$ cat src/verilog/lcsg_pkg.sv
/*
 * Constants for the life-cycle security gate: register offsets, field
 * positions, life-cycle encodings, reset values and timing counts.
 * Assumes a single 200 MHz system clock and a plain register port.
 */
// Contract
// - Life-cycle held as fixed 3-bit codes
// - Life cycle only moves forward
// - Illegal life-cycle code holds chip in reset
// - Tool flash access only delivery or OEM; code also grants it in-field once a censored part is unlocked
// - Censored in-field refuses tool flash access
// - Censored access needs correct tool password; code grants debug in supplier and serial boot outside in-field without it
// - Password is 256 bits wide
// - Censor enable and password from config records
// - Judge challenges, keep security and access state
// - Debug, serial boot, flash gated by stage
package lcsg_pkg;

	localparam int unsigned PWD_BITS  = 256;
	localparam int unsigned WORD_BITS = 32;
	localparam int unsigned PWD_WORDS = PWD_BITS / WORD_BITS;

	// Life-cycle encodings
	localparam logic [2:0] LC_SUPPLIER = 3'h6;
	localparam logic [2:0] LC_DELIVERY = 3'h3;
	localparam logic [2:0] LC_OEM      = 3'h2;
	localparam logic [2:0] LC_FIELD    = 3'h7;
	localparam logic [2:0] LC_ANALYSIS = 3'h0;

	// Register byte offsets
	localparam logic [7:0] OFS_LC_STATE = 8'h00;
	localparam logic [7:0] OFS_LC_ADV   = 8'h04;
	localparam logic [7:0] OFS_ACCESS   = 8'h08;
	localparam logic [7:0] OFS_CHAL_CMD = 8'h0c;
	localparam logic [7:0] OFS_PWD_BASE = 8'h20;
	localparam logic [7:0] OFS_PWD_LAST = 8'h3c;

	// Access status field positions
	localparam int unsigned BIT_DEBUG    = 0;
	localparam int unsigned BIT_SBOOT    = 1;
	localparam int unsigned BIT_FLASH    = 2;
	localparam int unsigned BIT_UNLOCK   = 3;
	localparam int unsigned BIT_CENSOR   = 4;
	localparam int unsigned BIT_FAIL     = 5;
	localparam int unsigned BIT_REJECT   = 6;
	localparam int unsigned BIT_ILLEGAL  = 7;

	// Command field positions
	localparam int unsigned BIT_CMD_CHECK = 0;
	localparam int unsigned BIT_CMD_LOCK  = 1;

	// Reset hold stretch after an illegal code is seen
	localparam int unsigned HOLD_NS     = 100;
	localparam int unsigned CLK_MHZ     = 200;
	localparam int unsigned HOLD_CYCLES = (HOLD_NS * CLK_MHZ + 999) / 1000;
	localparam logic [7:0]  HOLD_CNT    = 8'(HOLD_CYCLES);

	localparam logic [WORD_BITS-1:0] ZERO_WORD = 32'h0000_0000;

	typedef enum logic [1:0] {
		LCSG_CHK_IDLE,
		LCSG_CHK_CMP,
		LCSG_CHK_DONE
	} lcsg_chk_e;

endpackage

$ cat src/verilog/lcsg_order.sv
/*
 * Life-cycle order helper: maps a code to its rank in the forward
 * sequence and flags codes that are not legal.
 * Assumes pure combinational use inside the gate.
 */
`timescale 1ns/10ps
`default_nettype none
module lcsg_order
(
	input  wire logic [2:0] lcCode,
	output logic      [2:0] lcRank,
	output logic            lcLegal
);

	// ********************
	// Rank lookup
	// ********************
	always_comb
	begin
		lcLegal = 1'b1;
		unique case (lcCode)
			lcsg_pkg::LC_SUPPLIER: lcRank = 3'h0;
			lcsg_pkg::LC_DELIVERY: lcRank = 3'h1;
			lcsg_pkg::LC_OEM:      lcRank = 3'h2;
			lcsg_pkg::LC_FIELD:    lcRank = 3'h3;
			lcsg_pkg::LC_ANALYSIS: lcRank = 3'h4;
			default:
			begin
				lcRank  = 3'h7;
				lcLegal = 1'b0;
			end
		endcase
	end

endmodule
`default_nettype wire

$ cat src/verilog/lcsg_pwd_cmp.sv
/*
 * Password comparator: per-word equality of presented and stored
 * passwords, reduced to one match flag.
 * Assumes both passwords are stable while the result is sampled.
 */
`timescale 1ns/10ps
`default_nettype none
module lcsg_pwd_cmp
(
	input  wire logic [lcsg_pkg::PWD_BITS-1:0] pwdGiven,
	input  wire logic [lcsg_pkg::PWD_BITS-1:0] pwdStored,
	output logic                               pwdMatch
);

	logic [lcsg_pkg::PWD_WORDS-1:0] wordEq;

	// ********************
	// Word compare
	// ********************
	genvar w;
	generate
		for (w = 0; w < lcsg_pkg::PWD_WORDS; w++)
		begin : gWord
			assign wordEq[w] = pwdGiven[w*32 +: 32] == pwdStored[w*32 +: 32];
		end
	endgenerate

	assign pwdMatch = &wordEq;

endmodule
`default_nettype wire

$ cat src/verilog/lcsg_gate.sv
/*
 * Life-cycle security gate top: holds the life-cycle state, allows
 * forward moves only, holds reset on an illegal code, judges tool
 * password challenges and gates debug, serial boot and tool flash access.
 * Assumes configuration record values are stable after reset and that
 * the register master follows the plain strobe protocol.
 */
// Implementation choices: the plain strobed port and the register addresses.
`timescale 1ns/10ps
`default_nettype none
module lcsg_gate
(
	input  wire logic                          clk_sys,
	input  wire logic                          arst_n,
	input  wire logic [2:0]                    cfgLcCode,
	input  wire logic                          cfgLcValid,
	input  wire logic                          cfgCensorEn,
	input  wire logic [lcsg_pkg::PWD_BITS-1:0] cfgPassword,
	input  wire logic [7:0]                    regAddr,
	input  wire logic [31:0]                   regWdata,
	input  wire logic                          regWr,
	input  wire logic                          regRd,
	output logic      [31:0]                   regRdata,
	output logic                               chipResetHold,
	output logic                               debugEnable,
	output logic                               serialBootEnable,
	output logic                               toolFlashEnable
);

	// ********************
	// State
	// ********************
	logic [2:0]                    lc_q,        lc_d;
	logic                          lcLoaded_q,  lcLoaded_d;
	logic                          censor_q,    censor_d;
	logic [lcsg_pkg::PWD_BITS-1:0] stored_q,    stored_d;
	logic [lcsg_pkg::PWD_BITS-1:0] given_q,     given_d;
	lcsg_pkg::lcsg_chk_e           chk_q,       chk_d;
	logic                          unlock_q,    unlock_d;
	logic                          fail_q,      fail_d;
	logic                          reject_q,    reject_d;
	logic                          illegal_q,   illegal_d;
	logic [7:0]                    hold_q,      hold_d;
	logic                          holdOut_q,   holdOut_d;
	logic                          dbg_q,       dbg_d;
	logic                          sboot_q,     sboot_d;
	logic                          flash_q,     flash_d;
	logic [31:0]                   rdata_q,     rdata_d;

	logic [2:0] curRank;
	logic       curLegal;
	logic [2:0] newRank;
	logic       newLegal;
	logic       pwdMatch;

	// ********************
	// Submodules
	// ********************
	lcsg_order uCurOrder
	(
		.lcCode  (lc_q),
		.lcRank  (curRank),
		.lcLegal (curLegal)
	);

	lcsg_order uNewOrder
	(
		.lcCode  (regWdata[2:0]),
		.lcRank  (newRank),
		.lcLegal (newLegal)
	);

	lcsg_pwd_cmp uCmp
	(
		.pwdGiven  (given_q),
		.pwdStored (stored_q),
		.pwdMatch  (pwdMatch)
	);

	// ********************
	// Register decode
	// ********************
	logic wrAdv;
	logic wrCmd;
	logic wrPwd;
	logic [2:0] pwdIdx;

	assign wrAdv  = regWr && regAddr == lcsg_pkg::OFS_LC_ADV;
	assign wrCmd  = regWr && regAddr == lcsg_pkg::OFS_CHAL_CMD;
	assign wrPwd  = regWr && regAddr >= lcsg_pkg::OFS_PWD_BASE
		&& regAddr <= lcsg_pkg::OFS_PWD_LAST && regAddr[1:0] == 2'h0;
	assign pwdIdx = 3'(regAddr[4:2]);

	// ********************
	// Life cycle and record load
	// ********************
	always_comb
	begin
		lc_d       = lc_q;
		lcLoaded_d = lcLoaded_q;
		censor_d   = censor_q;
		stored_d   = stored_q;
		reject_d   = reject_q;
		if (!lcLoaded_q && cfgLcValid)
		begin
			lc_d       = cfgLcCode;
			censor_d   = cfgCensorEn;
			stored_d   = cfgPassword;
			lcLoaded_d = 1'b1;
		end
		else if (lcLoaded_q && wrAdv)
		begin
			if (curLegal && newLegal && newRank > curRank)
			begin
				lc_d     = regWdata[2:0];
				reject_d = 1'b0;
			end
			else
			begin
				reject_d = 1'b1;
			end
		end
	end

	always_ff @(posedge clk_sys or negedge arst_n)
	begin
		if (!arst_n)
		begin
			lc_q       <= lcsg_pkg::LC_ANALYSIS;
			lcLoaded_q <= 1'b0;
			censor_q   <= 1'b1;
			stored_q   <= '0;
			reject_q   <= 1'b0;
		end
		else
		begin
			lc_q       <= lc_d;
			lcLoaded_q <= lcLoaded_d;
			censor_q   <= censor_d;
			stored_q   <= stored_d;
			reject_q   <= reject_d;
		end
	end

	// ********************
	// Password challenge
	// ********************
	always_comb
	begin
		given_d  = given_q;
		chk_d    = chk_q;
		unlock_d = unlock_q;
		fail_d   = fail_q;
		if (wrCmd && regWdata[lcsg_pkg::BIT_CMD_LOCK])
		begin
			unlock_d = 1'b0;
		end
		case (chk_q)
			lcsg_pkg::LCSG_CHK_IDLE:
			begin
				if (wrCmd && regWdata[lcsg_pkg::BIT_CMD_CHECK]
					&& !regWdata[lcsg_pkg::BIT_CMD_LOCK])
				begin
					chk_d = lcsg_pkg::LCSG_CHK_CMP;
				end
			end
			lcsg_pkg::LCSG_CHK_CMP:
			begin
				unlock_d = pwdMatch;
				fail_d   = !pwdMatch;
				chk_d    = lcsg_pkg::LCSG_CHK_DONE;
			end
			lcsg_pkg::LCSG_CHK_DONE:
			begin
				given_d = '0;
				chk_d   = lcsg_pkg::LCSG_CHK_IDLE;
			end
			default:
			begin
				chk_d = lcsg_pkg::LCSG_CHK_IDLE;
			end
		endcase
		if (wrPwd)
		begin
			given_d[pwdIdx*32 +: 32] = regWdata;
		end
	end

	always_ff @(posedge clk_sys or negedge arst_n)
	begin
		if (!arst_n)
		begin
			given_q  <= '0;
			chk_q    <= lcsg_pkg::LCSG_CHK_IDLE;
			unlock_q <= 1'b0;
			fail_q   <= 1'b0;
		end
		else
		begin
			given_q  <= given_d;
			chk_q    <= chk_d;
			unlock_q <= unlock_d;
			fail_q   <= fail_d;
		end
	end

	// ********************
	// Gating terms
	// ********************
	logic devRank;
	logic censorLock;
	logic access;

	assign devRank    = lc_q == lcsg_pkg::LC_DELIVERY || lc_q == lcsg_pkg::LC_OEM;
	assign censorLock = censor_q && !unlock_q;
	assign access     = lcLoaded_q && curLegal && !holdOut_q;

	// ********************
	// Reset hold and feature gating
	// ********************
	always_comb
	begin
		illegal_d = 1'b0;
		hold_d    = hold_q;
		if (lcLoaded_q && !curLegal)
		begin
			illegal_d = 1'b1;
		end
		if (illegal_q)
		begin
			hold_d = lcsg_pkg::HOLD_CNT;
		end
		else if (hold_q != 8'h00)
		begin
			hold_d = hold_q - 8'h01;
		end
		holdOut_d = 1'b0;
		dbg_d     = 1'b0;
		sboot_d   = 1'b0;
		flash_d   = 1'b0;
		if (!lcLoaded_q || illegal_q || hold_q != 8'h00)
		begin
			holdOut_d = 1'b1;
		end
		if (access)
		begin
			if (!censorLock || lc_q == lcsg_pkg::LC_SUPPLIER)
			begin
				dbg_d = 1'b1;
			end
			if (lc_q != lcsg_pkg::LC_FIELD || !censorLock)
			begin
				sboot_d = 1'b1;
			end
			if (devRank)
			begin
				flash_d = 1'b1;
			end
			else if (lc_q == lcsg_pkg::LC_FIELD && censor_q && unlock_q)
			begin
				flash_d = 1'b1;
			end
		end
		if (censorLock && lc_q == lcsg_pkg::LC_FIELD)
		begin
			flash_d = 1'b0;
		end
	end

	always_ff @(posedge clk_sys or negedge arst_n)
	begin
		if (!arst_n)
		begin
			illegal_q <= 1'b0;
			hold_q    <= 8'h00;
			holdOut_q <= 1'b1;
			dbg_q     <= 1'b0;
			sboot_q   <= 1'b0;
			flash_q   <= 1'b0;
		end
		else
		begin
			illegal_q <= illegal_d;
			hold_q    <= hold_d;
			holdOut_q <= holdOut_d;
			dbg_q     <= dbg_d;
			sboot_q   <= sboot_d;
			flash_q   <= flash_d;
		end
	end

	// ********************
	// Register read
	// ********************
	always_comb
	begin
		rdata_d = lcsg_pkg::ZERO_WORD;
		if (regRd)
		begin
			case (regAddr)
				lcsg_pkg::OFS_LC_STATE:
				begin
					rdata_d = {29'h0, lc_q};
				end
				lcsg_pkg::OFS_ACCESS:
				begin
					rdata_d[lcsg_pkg::BIT_DEBUG]   = dbg_q;
					rdata_d[lcsg_pkg::BIT_SBOOT]   = sboot_q;
					rdata_d[lcsg_pkg::BIT_FLASH]   = flash_q;
					rdata_d[lcsg_pkg::BIT_UNLOCK]  = unlock_q;
					rdata_d[lcsg_pkg::BIT_CENSOR]  = censor_q;
					rdata_d[lcsg_pkg::BIT_FAIL]    = fail_q;
					rdata_d[lcsg_pkg::BIT_REJECT]  = reject_q;
					rdata_d[lcsg_pkg::BIT_ILLEGAL] = illegal_q;
				end
				lcsg_pkg::OFS_LC_ADV,
				lcsg_pkg::OFS_CHAL_CMD:
				begin
					rdata_d = lcsg_pkg::ZERO_WORD;
				end
				default:
				begin
					rdata_d = lcsg_pkg::ZERO_WORD;
				end
			endcase
		end
	end

	always_ff @(posedge clk_sys or negedge arst_n)
	begin
		if (!arst_n)
		begin
			rdata_q <= lcsg_pkg::ZERO_WORD;
		end
		else
		begin
			rdata_q <= rdata_d;
		end
	end

	// ********************
	// Outputs
	// ********************
	assign regRdata         = rdata_q;
	assign chipResetHold    = holdOut_q;
	assign debugEnable      = dbg_q;
	assign serialBootEnable = sboot_q;
	assign toolFlashEnable  = flash_q;

endmodule
`default_nettype wire

$ cat config.mk
export PLATFORM = sky130hd
export DESIGN_NAME = lcsg_gate
export DESIGN_NICKNAME = d
export VERILOG_FILES = /design/src/verilog/lcsg_pkg.sv /design/src/verilog/lcsg_order.sv /design/src/verilog/lcsg_pwd_cmp.sv /design/src/verilog/lcsg_gate.sv
export SDC_FILE = /design/constraint.sdc
export NUM_CORES = 1
export LEC_CHECK = 0
export ABC_AREA = 1
export BUFFER_PORTS_ARGS = -buffer_cell sky130_fd_sc_hd__clkbuf_2
export CAP_MARGIN = 30
export CORE_AREA = 2 2 217 219
export CTS_CLUSTER_DIAMETER = 30
export DETAILED_ROUTE_END_ITERATION = 7
export DIE_AREA = 0 0 219 221
export PLACE_DENSITY_LB_ADDON = 0.15
export SETUP_SLACK_MARGIN = 0.2
export SLEW_MARGIN = 25
export SYNTH_ARGS = -nofsm -noshare
export SYNTH_HDL_FRONTEND = slang
export SYNTH_SLANG_ARGS = --single-unit
$ cat constraint.sdc
create_clock -name clk_sys -period 5.47 [get_ports clk_sys]
set_input_delay 0.547 -clock clk_sys [delete_from_list [all_inputs] [get_ports clk_sys]]
set_output_delay 0.547 -clock clk_sys [all_outputs]
set_load 0.02 [all_outputs]
# Yosys cells after proc, flatten, opt, wreduce, memory -nomap -nowiden
# Cells that the tools add are included.
# Widths: inputs -> output; s select.
# word_totals
reg_bits,567
out_inout_bits,36
# op_classes
n_eq_ne,23
shift,2
magnitude_cmp,3
n_bitwise,1
mux,29
reduce_logical,46
addsub,2
# op_table
op,n
$mux 256,2
$bwmux 256,1
$eq 32x32->1,8
$shift 32x34->256 const A,1
$shiftx 32x34->256,1
$neg 8->34,1
$pmux 3 s5,2
$mux 8,3
$logic_and 1x1->1,19
$eq 8x4->1 const B,2
$pmux 8 s2,1
$mux 1,15
$eq 3x2->1 const B,4
$eq 3x3->1 const B,4
$reduce_or 5->1,2
$mux 3,3
$eq 8x3->1 const B,1
$ge 8x6->1 const B,1
$le 8x6->1 const B,1
$logic_not 8->1,1
$reduce_and 8->1,1
$reduce_bool 2->1,4
$reduce_bool 8->1,1
$sub 8x1->8 const B,1
13 further kinds,26

# Longest topological paths before layout
# Gate-level depths: netlist (run 1).
# logic_depth
word_depth,8
mapped_depth,13
mapped_depth_nobuf,13

# Hierarchy
# Synthesis (run 1) repeated with hierarchy kept, for this count alone.
# hier_totals
cells_unflattened,2795
hier_area_um2,26090.0
# modules_own_cells
module,cells_per_inst,instances,area_per_inst_um2,seq_area_each_um2
lcsg_gate,2104,1,22400.2,13590.5
lcsg_pwd_cmp,675,1,3609.7,0.0
lcsg_order,8,2,40.0,0.0

# Worst setup path before layout (run 1)
# No wires, ideal clock.
# synth_path
path_kind,input port to flip-flop
start,in regAddr[2]
end,reg given_q[131] in the netlist's numbering
path_stages,12
slack_ps,3068
arrival_time_ps,2270
path_cell_list,clkbuf_1 -> inv_1 -> ha_1 -> ha_1 -> inv_1 -> nor2_1 -> nand2_2 -> inv_2 -> nand3_2 -> nand2_1 -> buf_4 -> o22ai_1
# synth_between
elab_chain_len,5
elab_cells_between_ends,10
classes_between,1 x add/sub; 2 x order compare; 2 x shift; 2 x mux; 3 x reduce/logical
# synth_lines
item,line_no,text
"start, declared",lcsg_gate.sv:19,"input wire logic [7:0] regAddr,"
"parallel branches: the longest is 4 deep, another holds $neg 8->34",n/a,
$mux 256 (*),lcsg_gate.sv:183,if (wrPwd)
"named net given_d, one bit",lcsg_gate.sv:37,"logic [lcsg_pkg::PWD_BITS-1:0] given_q, given_d;"
"end signal, assigned",lcsg_gate.sv:200,given_q <= given_d;
"end, declared",lcsg_gate.sv:37,
# Mark *: on every way through the listed nets, which the timed path passes.
# A chain may end at the register's enable or synchronous reset.

# Worst setup path in the final report (run 1)
# layout_path
start,in regAddr[2]
end,reg given_q[135] in the netlist's numbering
# The elaborated chain is that of the path after synthesis.

==> results.yml, run 1 <==
critical_path:
  cp.arrival_ns: 3.98
  worstRegToRegCells: 6
  cpPeakStageDelay_ns: 0.64
  cp_slowest_cell: "nand2_1"
  path_class: "input port to flop"
  startpoint_type: "input port"
  rr_endpoint: "given_q[135]"
  cp.required_ns: 6.01
  worstReg2RegStart: "chk_q[0]"
  cp.depth: 12
  crit_chain: "clkbuf_2, inv_1, ha_1, ha_1, inv_1, nor2_1, nand2_2, inv_2, nand3_2, buf_4, nand2_1, o22ai_1"
  end_kind: "flop"
  r2r_slack_ns: 2.82
  critPathTopFamily: "simple AND/OR/NAND/NOR gates"
  path_buf_inv: 5
  path_max_fanout: 42
clock_tree:
  cts_sinks: 543
  clock_latency_ns: 0.64
  cts_tree: "done"
  root_buffer: "clkbuf_16"
  hold_buffers: 1
  postCtsSetupRepairBufs: 0
  htree_levels: 3
  cts_buffer_depth: 3
  cts_resized: 0
  cts_inserted_buffers: 108
  path_clk_slew_ns: 0.06
yosys:
  avgSynthCellArea_um2: 8.04
  synth_area_leaders: "dfrtp_1 54%, nand2_1 16%, inv_1 5.5%"
  synthDistinctLibCells: 35
  synth_top_cell_by_area: "dfrtp_1"
  synth.yosys.warnings: 0
  syn_inst: 3131
  synth_seq_cells: 543
  netlist_area_mm2: 0.0252
  synthArstFlopShare_pct: 100
  synth_enable_flop_cells: 0
  post-synth-top-count-cell: "nand2_1"
  synth_top_area_share_pct: 53.8
  ys_seq_area_share_pct: 54.0
  synth_flop_cell: "dfrtp_1"
  netlist_top_cells_count: "1,093 x nand2_1, 541 x dfrtp_1, 371 x inv_1, 231 x o21ai_0, 198 x nor2_1"
placement:
  placed_area_mm2: 0.0271
  place.gp.congestion: 0.873
  place_ws_ns: 1.45
  dp_hpwl_mm: 50.4
  port_buffers: 316
  dp_cells: 3940
layout:
  nFillCells: 3791
  stdcell_area_mm2: 0.0310
  finalNetCount: 3758
  stdcell_count: 4141
  syn_to_final_growth_pct: 23.3
  drive_gt1_share_pct: 15.5
run_status:
  outcome: "completed"
min_path:
  holdPathStages: 3
  hp-start: "cfgPassword[249]"
  holdPathEnd: "stored_q[249]"
  hold_class: "input port to flop"
timing:
  timing.slew.headroom_pct: 26.6
  finClkSkew_ns: 0.0155
  layout_setup_ws_ns: 2.02
  hold_slack_ns: 0.102
  period_share_pct: 63.0
  hold_violations: 0
  setup_viol: 0
  worst_pin_slew_ns: 1.10
  fin_tns_setup_ns: 0
  clock.fmax_mhz: 290
  final-max-slew-violation-count: 0
  rsz0062_at_grt: "false"
  period_needed_ns: 3.45
drt:
  first_pass_iters: 5
  ant_nets: 0
  totalWireLength_mm: 75.9
  viasPerCell: 5.32
  num_vias: 22000
  drcViolationCount: 0
  avgRoutedWirePerCell_um: 18.3
  first_iter_violations: 2380
floorplanning:
  initial_core_util_pct: 54.7
  core-area_mm2: 0.0461
  num_rows: 79
  die_y_um: 221
  ioPinCount: 341
  die_w_um: 219
  dieArea_mm2: 0.0484
grt:
  grt_max_degree: 176
  track_usage_pct: 31.7
  antenna_found_initial: 8
  grt_pass1_wl_mm: 118
  overflow: 0
  grt_pass1_vias: 21300
power:
  ir_drop_v: 0.000271
  power_density_mw_per_mm2: 393
  p_leak_nw: 16.3
flow_run:
  cap_violations: 0
layer usage:
metal	global-route usage, %	vias to the layer above	routed length, µm	part of all wire, %
li1	-	10400	-	-
met4	14.5	2	3030	4.0
met3	6.20	136	6520	8.6
met2	47.8	929	34300	45
met5	0	-	9	0.012
met1	44.5	10600	32100	42
through the flow:
| step | power (mW) | utilization, % |
|---|---|---|
| 3_3_place_gp | 5.32 | 58.7 |
| 2_1_floorplan | 4.96 | - |
| 3_5_place_dp | 5.36 | 58.9 |
| 4_1_cts | 12.2 | 67.3 |
| 5_1_grt | 12.6 | 67.4 |
| 6_report | 12.2 | 67.4 |
cells in the final DEF (no fill, tap or decap), drive strengths merged, types with 3 or more instances in the layout:
cell      Yosys  routed
nor3          7       7
ha            9       9
clkinvlp      0       9
xor2        106     106
a21oi         7       7
o31ai         4       4
o32ai        47      47
nand4         6       6
o22ai        41      41
nand2      1095    1095
inv         380     387
conb          1      24
clkbuf       68     454
bufinv        0      16
nand3       192     192
o21ai       325     325
clkinv        1      28
nor2        202     202
dfrtp       541     541
a31oi         3       3
buf          89      21
layout make-up:
type	count	area (µm²)	area share, %
tap	607	759	2.45
timing repair buffer	337	1860	5.99
sequential	543	13600	43.8
clock inverter	59	816	2.63
inverter	381	1430	4.62
multi-input combinational	2073	9510	30.7
antenna	2	5.00	0.0161
clock buffer	139	3050	9.84
power by group:
| part | leakage, nW | switching, mW | internal (mW) | total [mW] |
|---|---|---|---|---|
| Clock | 1.88 | 2.20 | 4.68 | 6.88 |
| Sequential | 6.67 | 0.161 | 4.27 | 4.43 |
| Combinational | 7.74 | 0.555 | 0.332 | 0.888 |
| Total | 16.3 | 2.92 | 9.28 | 12.2 |
state kept, by name, indices dropped and copies added, names as in the netlist:
| name | count |
|---|---|
| lcLoaded_q | 1 |
| serialBootEnable | 1 |
| unlock_q | 1 |
| chipResetHold | 1 |
| illegal_q | 1 |
| censor_q | 1 |
| toolFlashEnable | 1 |
| hold_q | 8 |
| fail_q | 1 |
| given_q | 256 |
| debugEnable | 1 |
| stored_q | 256 |
| lc_q | 3 |
| chk_q | 2 |
| regRdata | 8 |
| reject_q | 1 |
how the worst max path moves through the flow:
stage          slack (ns)      endpoint       start
2_1_floorplan        3.07  given_q[131]  regAddr[2]
3_3_place_gp         1.64  given_q[155]  regAddr[2]
3_5_place_dp         1.45  given_q[137]  regAddr[2]
4_1_cts              2.11  given_q[135]  regAddr[2]
5_1_grt              1.79  given_q[135]  regAddr[2]
6_report             2.02  given_q[135]  regAddr[2]
kinds of logic (layout without fill, tap and decap cells):
kind of cell / count (synthesis) / count (layout) / share of synthesized area [%]
xor+xnor: 107 / 107 / 3.72
fa+ha+maj: 9 / 9 / 0.447
simple gates: 1503 / 1503 / 23.6
compound gates: 430 / 430 / 9.55
flops: 543 / 543 / 54.0
buf+inv: 538 / 916 / 8.64
other cells: 1 / 26 / 0.0149
worst register-to-register path, cell delays in order, from the launching register on:
cell and delay (ns):
dfrtp_1 0.40, nor2_2 0.10, buf_4 0.46, inv_4 0.35, buf_16 0.30, nand2_1 0.71, o22ai_1 0.16
No activity file was read; power rests on OpenSTA's default activity.
==> run 2, diff against run 1 <==
- CORE_AREA: 2 2 217 219 -> 2 2 224 226
- DIE_AREA: 0 0 219 221 -> 0 0 226 228
- clock period: 5.47 -> 3.1 ns (I/O delays scaled with it)
==> run 2 against run 1 <==
Net effect:
- clock skew rose by 0.013 ns
- sequential share of layout area fell by 4.2 points
- clock power rose by 86%
- die area rose by 6.5%
- global-route usage rose by 1.0 points
- design area rose by 11%
- non-clock buffer count rose by 298
- critical endpoint is now lc_q[2]
- largest cell class unchanged
==> results.yml, run 2 (synthesis results as in run 1) <==
timing:
  worst_pin_slew_ns: 1.07
  hold_violations: 0
  fin_tns_setup_ns: 0
  rsz0062_at_grt: "false"
  period_needed_ns: 2.63
  finClkSkew_ns: 0.0280
  hold_slack_ns: 0.0224
  clock.fmax_mhz: 381
  setup_viol: 0
  timing.slew.headroom_pct: 28.8
  final-max-slew-violation-count: 0
  period_share_pct: 84.7
clock_tree:
  cts_sinks: 543
  path_clk_slew_ns: 0.05
  postCtsSetupRepairBufs: 0
  clock_latency_ns: 0.66
  cts_buffer_depth: 3
  htree_levels: 3
  cts_inserted_buffers: 114
  root_buffer: "clkbuf_16"
  cts_tree: "done"
floorplanning:
  num_rows: 82
  dieArea_mm2: 0.0515
  core-area_mm2: 0.0493
  die_y_um: 228
  die_w_um: 226
  ioPinCount: 341
  initial_core_util_pct: 51.0
layout:
  reg.largest.list: "given_q x256, stored_q x256"
  stdcell_count: 4522
  final_cell_mix: "1,093 x nand2_1, 541 x dfrtp_1, 371 x inv_1"
  finalNetCount: 4062
  final_common_cell: "nand2_1"
  drive_gt1_share_pct: 15.2
  syn_to_final_growth_pct: 36.4
  nFillCells: 3658
  finish.utilization_pct: 69.6
drt:
  num_vias: 23600
  drcViolationCount: 0
  totalWireLength_mm: 83.2
  ant_nets: 0
  avgRoutedWirePerCell_um: 18.4
  first_iter_violations: 2180
  first_pass_iters: 7
  viasPerCell: 5.22
grt:
  track_usage_pct: 32.7
  overflow: 0
  grt_max_degree: 220
  grt_pass1_vias: 23600
  grt_pass1_wl_mm: 129
  antenna_found_initial: 2
run_status:
  outcome: "completed"
power:
  p_leak_nw: 17.7
  p_total_mw: 22.5
  ir_drop_v: 0.000476
  power_density_mw_per_mm2: 657
critical_path:
  worstReg2RegStart: "lc_q[2]"
  cp.required_ns: 3.62
  cp-startpoint: "lc_q[2]"
  startpoint_type: "flop"
  path_max_fanout: 5
  path_class: "flop to flop"
  cp.arrival_ns: 3.14
  end_kind: "flop"
placement:
  place.gp.congestion: 0.868
  dp_cells: 4021
  port_buffers: 316
  dp_hpwl_mm: 51.9
flow_run:
  cap_violations: 0
min_path:
  hp-start: "regWdata[10]"
  hold_class: "input port to flop"
run 2: cell count changes in the layout (fill, tap and decap cells not counted), moves of 4 or more:
cell	delta
buf_4	+13
clkinv_2	+5
inv_6	+4
clkbuf_16	+7
dlygate4sd3_1	+282
clkbuf_8	-4
buf_12	+5
clkinv_4	+5
run 2: final timing paths:
check,to,cells after the start,slack [ns]
max,lc_q[2],12,0.47
min,given_q[74],3,0.02
max reg2reg,lc_q[2],12,0.47
min reg2reg,chk_q[0],1,0.44
max in group asynchronous,stored_q[164],3,1.82
min in group asynchronous,stored_q[82],2,0.33
run 2: report_power, final:
group | leakage, nW | switching [mW] | total [mW] | internal, mW
Clock | 2.00 | 4.20 | 12.8 | 8.62
Combinational | 9.00 | 1.06 | 1.90 | 0.837
Sequential | 6.67 | 0.298 | 7.82 | 7.53
run 2: what timing repair did:
| action | in CTS | in global routing |
|---|---|---|
| endpoints found under the hold margin | 378 | 0 |
| hold buffers | 283 | 0 |
| resized for setup | 0 | 3 |
| endpoints found under the setup margin | 0 | 1 |
run 2: layout make-up:
type	instances	area, µm²	area share [%]
Sequential cell	543	13600	39.6
Clock inverter	76	955	2.78
Multi-Input combinational cell	2073	9510	27.7
Timing Repair Buffer	635	4820	14.1
Inverter	381	1430	4.18
Tap cell	672	841	2.45
Clock buffer	141	3170	9.23
Antenna cell	1	2.50	0.00729
run 2: routing by layer:
| layer | global-route usage [%] | up-vias | wire length [µm] | part of all wire [%] |
|---|---|---|---|---|
| met5 | 0 | - | 0 | 0 |
| met4 | 19.7 | 0 | 5240 | 6.3 |
| met3 | 4.70 | 254 | 6410 | 7.7 |
| met2 | 50.5 | 1087 | 37500 | 45 |
| met1 | 43.9 | 11200 | 34100 | 41 |
| li1 | - | 11000 | - | - |
run 2: stage by stage:
step           area (µm²)  setup slack [ns]
3_3_place_gp        27400             0.590
4_1_cts             34300             0.301
3_5_place_dp        27400             0.518
2_1_floorplan       25300             0.935
5_1_grt             34300             0.234
6_report            34300             0.473
run 2: critical path, stage by stage, from the launching register on:
cell and delay (ns):
dfrtp_1 0.43, inv_1 0.12, nor2_1 0.21, nor3b_1 0.09, ha_1 0.30, nand2_1 0.05, o21ai_0 0.14, o2111ai_1 0.15
nor2_2 0.22, nor2_1 0.10, nand2_1 0.10, nand3_1 0.06, dlygate4sd3_1 0.55
